`config.mk`:
```
export PLATFORM = sky130hd
export DESIGN_NAME = io_port_unit
export DESIGN_NICKNAME = d
export VERILOG_FILES = /design/src/hdl/io_port_unit.v
export VERILOG_INCLUDE_DIRS = /design/src /design/src/hdl
export SDC_FILE = /design/constraint.sdc
export NUM_CORES = 1
export LEC_CHECK = 0
export ABC_AREA = 1
export BUFFER_PORTS_ARGS = -buffer_cell sky130_fd_sc_hd__buf_2
export CORE_ASPECT_RATIO = 1.75
export CORE_MARGIN = 5
export CORE_UTILIZATION = 60
export DETAILED_ROUTE_END_ITERATION = 7
export GPL_TIMING_DRIVEN = 1
export PLACE_DENSITY = 0.91
export SLEW_MARGIN = 20
export SYNTH_ARGS = -nofsm -noshare
export SYNTH_HDL_FRONTEND = slang
export SYNTH_SLANG_ARGS = --single-unit
```
`constraint.sdc`:
```
create_clock -name ref_clk -period 2.2 [get_ports ref_clk]
set_input_delay 0.33 -clock ref_clk [delete_from_list [all_inputs] [get_ports ref_clk]]
set_output_delay 0.33 -clock ref_clk [all_outputs]
set_load 0.02 [all_outputs]
```
`src/hdl/io_port_consts.vh`:
```
// constants for the microcontroller io port unit
`ifndef IO_PORT_CONSTS_VH
`define IO_PORT_CONSTS_VH
`define OP_NONE      4'h0
`define OP_IN        4'h1
`define OP_OUT       4'h2
`define OP_AND       4'h3
`define OP_OR        4'h4
`define OP_BUS_IN    4'h5
`define OP_BUS_OUT   4'h6
`define OP_BUS_AND   4'h7
`define OP_BUS_OR    4'h8
`define OP_XREAD     4'h9
`define OP_XWRITE    4'ha
`define OP_EXP_IN    4'hb
`define OP_EXP_OUT   4'hc
`define OP_EXP_AND   4'hd
`define OP_EXP_OR    4'he
`define PORT_ONE     3'h1
`define PORT_TWO     3'h2
`define PORT_EXP_LO  3'h4
`define LATCH_RESET  8'hff
`define EXP_CMD_READ  2'h0
`define EXP_CMD_WRITE 2'h1
`define EXP_CMD_OR    2'h2
`define EXP_CMD_AND   2'h3
`define NIB_LO       3
`define NIB_HI       7
`define EXP_READ_WAIT 3'h4
`endif

```
`src/hdl/io_port_unit.v`:
```
// input/output port unit: two general ports, data port, expander path
// How it works
// - two 8-bit general ports, written from and read into the accumulator
// - general outputs latched; inputs sampled from pins at read time
// - and/or immediate on a general port combines latch with mask
// - general pin works as input after a one sits in its latch
// - data port readable, writable, usable as latched static port
// - data port latch supports and/or immediate with instruction mask
// - data port direction is whole-port, never per bit
// - external data move pulses read or write strobe; data valid then
// - strobed data port floats when no transfer is in progress
// - expander path uses low half of general port 2
// - expander ports 4 to 7; one selected per expander operation
// - expander and/or combine selected port with accumulator
// - external data address comes from pointer register zero or one
// - general port and/or immediate: two bytes, two machine cycles
// - data port and/or immediate: two bytes, two machine cycles
// - expander writes: one byte, two machine cycles; expander reads take six
// - expander and with accumulator: one byte, two machine cycles
// - external data read into accumulator: six machine cycles
// - port designator picks port 1, 2, or expander 4 to 7
// - expander and uses only low four accumulator bits as mask
`include "io_port_consts.vh"
`timescale 1ns/1ps
`default_nettype none
module io_port_unit (
	input  wire       ref_clk,
	input  wire       rst,
	input  wire       clk_en,
	input  wire       op_valid,
	input  wire [3:0] op_code,
	input  wire [2:0] port_designator,
	input  wire [7:0] acc_in,
	input  wire [7:0] imm_mask,
	input  wire       ptr_sel,
	input  wire [7:0] pointer_reg_zero,
	input  wire [7:0] pointer_reg_one,
	output wire       op_ready,
	output reg        acc_load,
	output reg  [7:0] acc_out,
	input  wire [7:0] p1_in,
	output reg  [7:0] p1_out,
	output reg  [7:0] p1_oe,
	input  wire [7:0] p2_in,
	output reg  [7:0] p2_out,
	output reg  [7:0] p2_oe,
	output reg        prog_strobe,
	input  wire [7:0] bus_in,
	output reg  [7:0] bus_out,
	output reg        bus_oe,
	output reg        rd_strobe_n,
	output reg        wr_strobe_n,
	output reg        addr_latch
);
	localparam ST_IDLE = 3'b001;
	localparam ST_ONE  = 3'b010;
	localparam ST_TWO  = 3'b100;

	reg [2:0] state_r;
	reg [3:0] op_r;
	reg [2:0] pd_r;
	reg [7:0] acc_r;
	reg [7:0] mask_r;
	reg [7:0] addr_r;
	reg [7:0] p1_lat_r;
	reg [7:0] p2_lat_r;
	reg [7:0] bus_lat_r;
	reg       bus_static_r;
	reg [2:0] wait_r;
	reg [7:0] p1_s1_r, p1_s2_r, p1_s3_r, p1_q_r;
	reg [7:0] p2_s1_r, p2_s2_r, p2_s3_r, p2_q_r;
	reg [7:0] bs_s1_r, bs_s2_r, bs_s3_r, bs_q_r;

	// is this opcode one that drives the expander path
	function is_exp;
		input [3:0] op;
		begin
			is_exp = (op == `OP_EXP_IN) || (op == `OP_EXP_OUT) ||
			         (op == `OP_EXP_AND) || (op == `OP_EXP_OR);
		end
	endfunction

	// selected general port pin value
	function [7:0] gen_pins;
		input [2:0] pd;
		input [7:0] a;
		input [7:0] b;
		begin
			gen_pins = (pd == `PORT_TWO) ? b : a;
		end
	endfunction

	// three-stage pin sampling; change counted when stages 2 and 3 agree
	genvar g;
	generate
		for (g = 0; g < 8; g = g + 1) begin : g_sync
			always @(posedge ref_clk) begin
				if (rst) begin
					p1_s1_r[g] <= 1'b1;
					p1_s2_r[g] <= 1'b1;
					p1_s3_r[g] <= 1'b1;
					p1_q_r[g]  <= 1'b1;
					p2_s1_r[g] <= 1'b1;
					p2_s2_r[g] <= 1'b1;
					p2_s3_r[g] <= 1'b1;
					p2_q_r[g]  <= 1'b1;
					bs_s1_r[g] <= 1'b0;
					bs_s2_r[g] <= 1'b0;
					bs_s3_r[g] <= 1'b0;
					bs_q_r[g]  <= 1'b0;
				end else if (clk_en) begin
					p1_s1_r[g] <= p1_in[g];
					p1_s2_r[g] <= p1_s1_r[g];
					p1_s3_r[g] <= p1_s2_r[g];
					if (p1_s2_r[g] == p1_s3_r[g])
						p1_q_r[g] <= p1_s3_r[g];
					p2_s1_r[g] <= p2_in[g];
					p2_s2_r[g] <= p2_s1_r[g];
					p2_s3_r[g] <= p2_s2_r[g];
					if (p2_s2_r[g] == p2_s3_r[g])
						p2_q_r[g] <= p2_s3_r[g];
					bs_s1_r[g] <= bus_in[g];
					bs_s2_r[g] <= bs_s1_r[g];
					bs_s3_r[g] <= bs_s2_r[g];
					if (bs_s2_r[g] == bs_s3_r[g])
						bs_q_r[g] <= bs_s3_r[g];
				end
			end
		end
	endgenerate

	assign op_ready = state_r[0];

	wire [1:0] exp_port = pd_r[1:0];
	wire [1:0] exp_cmd =
		(op_r == `OP_EXP_IN)  ? `EXP_CMD_READ :
		(op_r == `OP_EXP_OUT) ? `EXP_CMD_WRITE :
		(op_r == `OP_EXP_OR)  ? `EXP_CMD_OR : `EXP_CMD_AND;
	// expander and external data reads through the synchronisers must outwait their lag
	wire read_hold = state_r[2] && wait_r != `EXP_READ_WAIT &&
		(op_r == `OP_EXP_IN || op_r == `OP_XREAD);

	always @(posedge ref_clk) begin
		if (rst) begin
			state_r      <= ST_IDLE;
			op_r         <= `OP_NONE;
			pd_r         <= 3'h0;
			acc_r        <= 8'h00;
			mask_r       <= 8'h00;
			addr_r       <= 8'h00;
			p1_lat_r     <= `LATCH_RESET;
			p2_lat_r     <= `LATCH_RESET;
			bus_lat_r    <= 8'h00;
			bus_static_r <= 1'b0;
			wait_r       <= 3'h0;
			acc_load     <= 1'b0;
			acc_out      <= 8'h00;
			prog_strobe  <= 1'b0;
			rd_strobe_n  <= 1'b1;
			wr_strobe_n  <= 1'b1;
			addr_latch   <= 1'b0;
		end else if (clk_en && read_hold) begin
			// strobe and float stay put while the data settles
			wait_r <= wait_r + 3'h1;
		end else if (clk_en) begin
			acc_load <= 1'b0;
			wait_r   <= 3'h0;
			case (state_r)
			ST_IDLE: begin
				if (op_valid && op_code != `OP_NONE) begin
					op_r   <= op_code;
					pd_r   <= port_designator;
					acc_r  <= acc_in;
					mask_r <= imm_mask;
					// pointer register picks the external address
					addr_r <= ptr_sel ? pointer_reg_one
					                  : pointer_reg_zero;
					state_r <= ST_ONE;
					if (is_exp(op_code)) begin
						// send port number and command on nibble
						prog_strobe <= 1'b1;
					end
					if (op_code == `OP_XREAD || op_code == `OP_XWRITE) begin
						addr_latch   <= 1'b1;
						bus_static_r <= 1'b0;
					end
				end
			end
			ST_ONE: begin
				addr_latch <= 1'b0;
				state_r    <= ST_TWO;
				case (op_r)
				`OP_XREAD:  rd_strobe_n <= 1'b0;
				`OP_XWRITE: wr_strobe_n <= 1'b0;
				default: ;
				endcase
				if (is_exp(op_r))
					prog_strobe <= 1'b0;
			end
			ST_TWO: begin
				state_r     <= ST_IDLE;
				rd_strobe_n <= 1'b1;
				wr_strobe_n <= 1'b1;
				case (op_r)
				`OP_IN: begin
					// pins, not latch, at read time
					acc_out  <= (pd_r == `PORT_TWO) ? p2_q_r : p1_q_r;
					acc_load <= 1'b1;
				end
				`OP_OUT: begin
					if (pd_r == `PORT_TWO)
						p2_lat_r <= acc_r;
					else
						p1_lat_r <= acc_r;
				end
				`OP_AND: begin
					if (pd_r == `PORT_TWO)
						p2_lat_r <= p2_lat_r & mask_r;
					else
						p1_lat_r <= p1_lat_r & mask_r;
				end
				`OP_OR: begin
					if (pd_r == `PORT_TWO)
						p2_lat_r <= p2_lat_r | mask_r;
					else
						p1_lat_r <= p1_lat_r | mask_r;
				end
				`OP_BUS_IN: begin
					bus_static_r <= 1'b0;
					acc_out      <= bs_q_r;
					acc_load     <= 1'b1;
				end
				`OP_BUS_OUT: begin
					bus_lat_r    <= acc_r;
					bus_static_r <= 1'b1;
				end
				`OP_BUS_AND: bus_lat_r <= bus_lat_r & mask_r;
				`OP_BUS_OR:  bus_lat_r <= bus_lat_r | mask_r;
				`OP_XREAD: begin
					acc_out  <= bs_q_r;
					acc_load <= 1'b1;
				end
				`OP_EXP_IN: begin
					acc_out  <= {4'h0, p2_q_r[`NIB_LO:0]};
					acc_load <= 1'b1;
				end
				default: ;
				endcase
			end
			default: state_r <= ST_IDLE;
			endcase
		end
	end

	// pin drive; a latch one is a weak high so outside can pull it
	always @* begin
		p1_out = p1_lat_r;
		p1_oe  = ~p1_lat_r;
		p2_out = p2_lat_r;
		p2_oe  = ~p2_lat_r;
		if (is_exp(op_r) && !state_r[0]) begin
			// low nibble carries command, then data
			p2_oe[`NIB_LO:0] = 4'hf;
			if (state_r[1])
				p2_out[`NIB_LO:0] = {exp_cmd, exp_port};
			else if (op_r == `OP_EXP_IN)
				p2_oe[`NIB_LO:0] = 4'h0;
			else if (op_r == `OP_EXP_AND)
				p2_out[`NIB_LO:0] = acc_r[`NIB_LO:0];
			else
				p2_out[`NIB_LO:0] = acc_r[`NIB_LO:0];
		end
		bus_out = bus_lat_r;
		bus_oe  = bus_static_r;
		if (!state_r[0] && op_r == `OP_XREAD) begin
			bus_out = addr_r;
			bus_oe  = state_r[1];
		end else if (!state_r[0] && op_r == `OP_XWRITE) begin
			bus_out = state_r[1] ? addr_r : acc_r;
			bus_oe  = 1'b1;
		end else if (!bus_static_r) begin
			bus_oe = 1'b0;
		end
	end
endmodule // io_port_unit
`default_nettype wire

```
==> flow_metrics.env <==
export IMPL_firstDrtPassIters=6
export IMPL_critPathLaunch="op_r[3]"
export IMPL_slew_headroom_pct=56.1
export IMPL_p_switching_w=0.00193
export IMPL_worstPathArrival_ns=1.87
export IMPL_core_area_um2=12400
export IMPL_fin_util_pct=72.8
export IMPL_synth_top_area_share_pct=45.4
export IMPL_tightestPinTransition_ns=0.658
export IMPL_startpoint_type="register"
export IMPL_hold_viol_final=0
export IMPL_via_count=7861
export IMPL_endpoint="bus_out[5]"
export IMPL_rsz0062_at_grt="yes"
export IMPL_synth_edf_count=0
export IMPL_seq_area_frac_synth_pct=45.4
export IMPL_worstSetupEndpointType="primary output"
export IMPL_ys_warn_count=0
export IMPL_crit_type="reg -> out"
export IMPL_syn_area_um2=7540
export IMPL_clkPwrFrac_pct=42.6
export IMPL_dieArea_um2=15000
export IMPL_num_rows=54
export IMPL_drv_slew=0
export IMPL_run_status="complete, no violations"
export IMPL_whs_ns=0.114
export IMPL_antenna_left=0
export IMPL_grt_start_max_net_pins=103
export IMPL_pre_cts_slack_ns=0.160
export IMPL_grt_pass1_wl_mm=33.2
export IMPL_reg2regPathDepth=10
export IMPL_peakVddDrop_uv=634
export IMPL_fmax_mhz=455
export IMPL_syn_avg_cell_area_um2=6.95
export IMPL_cts_root_buf="clkbuf_16"
export IMPL_synth_common_cells="nand2_1 (276), dfxtp_1 (171), nand3_1 (137), nor2_1 (113), o21ai_0 (87)"
export IMPL_drc=0
export IMPL_internal_power_w=0.00522
export IMPL_vias_per_cell=5.72
export IMPL_synth_cell_types=31
export IMPL_async_reset_ff_share_pct=0
export IMPL_rrSetupSlack_ns=0.20
export IMPL_ys_ff_latch=171
export IMPL_cts_max_level=4
export IMPL_ctsHoldBuffers=0
export IMPL_synth_most_common_cell="nand2_1"
export IMPL_cellPowerDensity_nw_per_um2=790
export IMPL_port_buffers=122
export IMPL_holdCritPathClass="in -> reg"
export IMPL_synth_ff_type="dfxtp_1"
export IMPL_num_antenna_cells=0
export IMPL_min_period_over_period_pct=100
export IMPL_drt_iter0_drc=520
export IMPL_post_dp_hpwl_mm=14.2
export IMPL_synth_largest_area_cell="dfxtp_1"
export IMPL_p_leak_nw=4.28
export IMPL_worstPathRequired_ns=1.87
export IMPL_r2r_start="op_r[3]"
export IMPL_p_seq_share_pct=47.1
export IMPL_grt_total_usage_pct=27.9
export IMPL_routed_wl_mm=21.1
export IMPL_synthTopCellsByArea="dfxtp_1 (45%), nand2_1 (14%), nand3_1 (9.1%), o21ai_0 (5.8%), nor2_1 (5.6%)"
export IMPL_route_detailed_wl_per_inst_um=15.3
export IMPL_fp_dieW_um=94.7
export IMPL_grt_antenna_before_repair=0
export IMPL_place_gp_congestion=0.945
export IMPL_cts_tree="done"
export IMPL_fin_crit_ns=2.20
export IMPL_synth_cells=1085
export IMPL_p_comb_share_pct=10.3
export IMPL_setup_violations_final=0
export IMPL_cts_clk_slew_worst_paths_ns=0.07
export IMPL_critPathMaxFanout=7
export IMPL_clock_sinks=171
export IMPL_drive_above_1_share_pct=18.6
export IMPL_switching_share_pct=27.0
export IMPL_grt_overflow_total=0
export IMPL_numCtsBuffers=17
export IMPL_maxCapViolations=0
export IMPL_clock_path_buffers=2
export IMPL_die_h_um=158
export IMPL_syn_nets=1155
export IMPL_io_pins=123
export IMPL_crit_reg2reg_capture="addr_r[6]"
export IMPL_worst_slack_ns=0.000689
export IMPL_nets=1264
export IMPL_skew_ns=0.0105
export IMPL_initial_core_util_pct=60.6
export IMPL_area_delta_synth_final_pct=20.1
export IMPL_grt_pass1_vias=7238
export IMPL_insertion_delay_ns=0.42
[cell families (layout without fill, tap and decap cells)]
logic type	Yosys count	in the layout	share of synthesized area [%]
adder cells (fa/ha/maj)	2	2	0.332
AO/OA/AOI/OAI	227	227	16.0
flip-flops	171	171	45.4
AND/OR/NAND/NOR	561	561	31.5
buffers and inverters	124	246	6.77
[per-stage QoR]
step	power, W	setup TNS (ns)	instances	instance area, um^2
6_report	0.00715	0	1375	9050
2_1_floorplan	0.00389	0	1085	7540
4_1_cts	0.00716	-0.00479	1371	8930
3_3_place_gp	0.00411	0	1335	8230
3_5_place_dp	0.00412	0	1335	8230
5_1_grt	0.00743	-0.532	1375	9050
[placed cells by master, fill, tap and decap left out, drive strengths merged]
master / instances
clkinv: 4
buf: 144
inv: 76
nand3: 139
ha: 2
dfxtp: 171
clkbuf: 18
o211ai: 16
nand4: 1
a22oi: 4
a31oi: 1
a21oi: 81
and3: 1
clkinvlp: 2
nor4: 1
o22ai: 8
nor2: 119
bufinv: 2
o31ai: 2
nor3: 18
nand2: 282
o21ai: 115
[area by class of cell]
class	count	area [um^2]
clock buffer	18	429
tap	168	210
clock inverter	14	178
fill	1024	3380
multi-input combinational	790	3710
timing repair buffer	144	808
sequential	171	3440
inverter	70	275
[timing repair]
item                                    in CTS  in global routing
resized for setup                           17                 25
endpoints found under the setup margin      17                 17
pin swaps                                    2                  4
buffers inserted                             4                  4
[how the worst min path moves through the flow]
stage	to	slack (ns)	from	depth (start not counted)
2_1_floorplan	p1_s1_r[0]	0.43	p1_s1_r[0]	2
3_3_place_gp	addr_latch	0.43	addr_latch	2
3_5_place_dp	addr_latch	0.43	addr_latch	2
4_1_cts	p1_s1_r[0]	0.10	p1_in[0]	3
5_1_grt	p2_s1_r[5]	0.11	p2_in[5]	3
6_report	p1_s1_r[4]	0.11	p1_in[4]	3
[power by group through the flow]
stage | Combinational (W) | Sequential [W] | Clock (W)
after floorplan | 0.000498 | 0.00339 | 0
after global placement | 0.000683 | 0.00342 | 0
after detailed placement | 0.000697 | 0.00343 | 0
after CTS | 0.000714 | 0.00336 | 0.00308
after global routing | 0.000829 | 0.00338 | 0.00322
final | 0.000736 | 0.00337 | 0.00305
[worst max-delay path, cell delays in order, from the launching register on]
cell and delay [ns]:
dfxtp_4 0.37, inv_4 0.04, nor2_4 0.23, nand2_4 0.10
nor2_4 0.14, buf_6 0.15, o22ai_1 0.08, a21oi_1 0.17
buf_4 0.17
[routing by layer]
layer  routed length [um]  global-route usage [%]  share of wire [%]  vias to the layer above
met1                 7400                    29.1                 35                     3568
met5                    0                       0                  0                        -
li1                     -                       -                  -                     3827
met3                 1270                    4.73                6.0                       97
met2                10900                    49.3                 52                      369
met4                 1550                    21.1                7.3                        0
(Power assumes the default switching activity.)
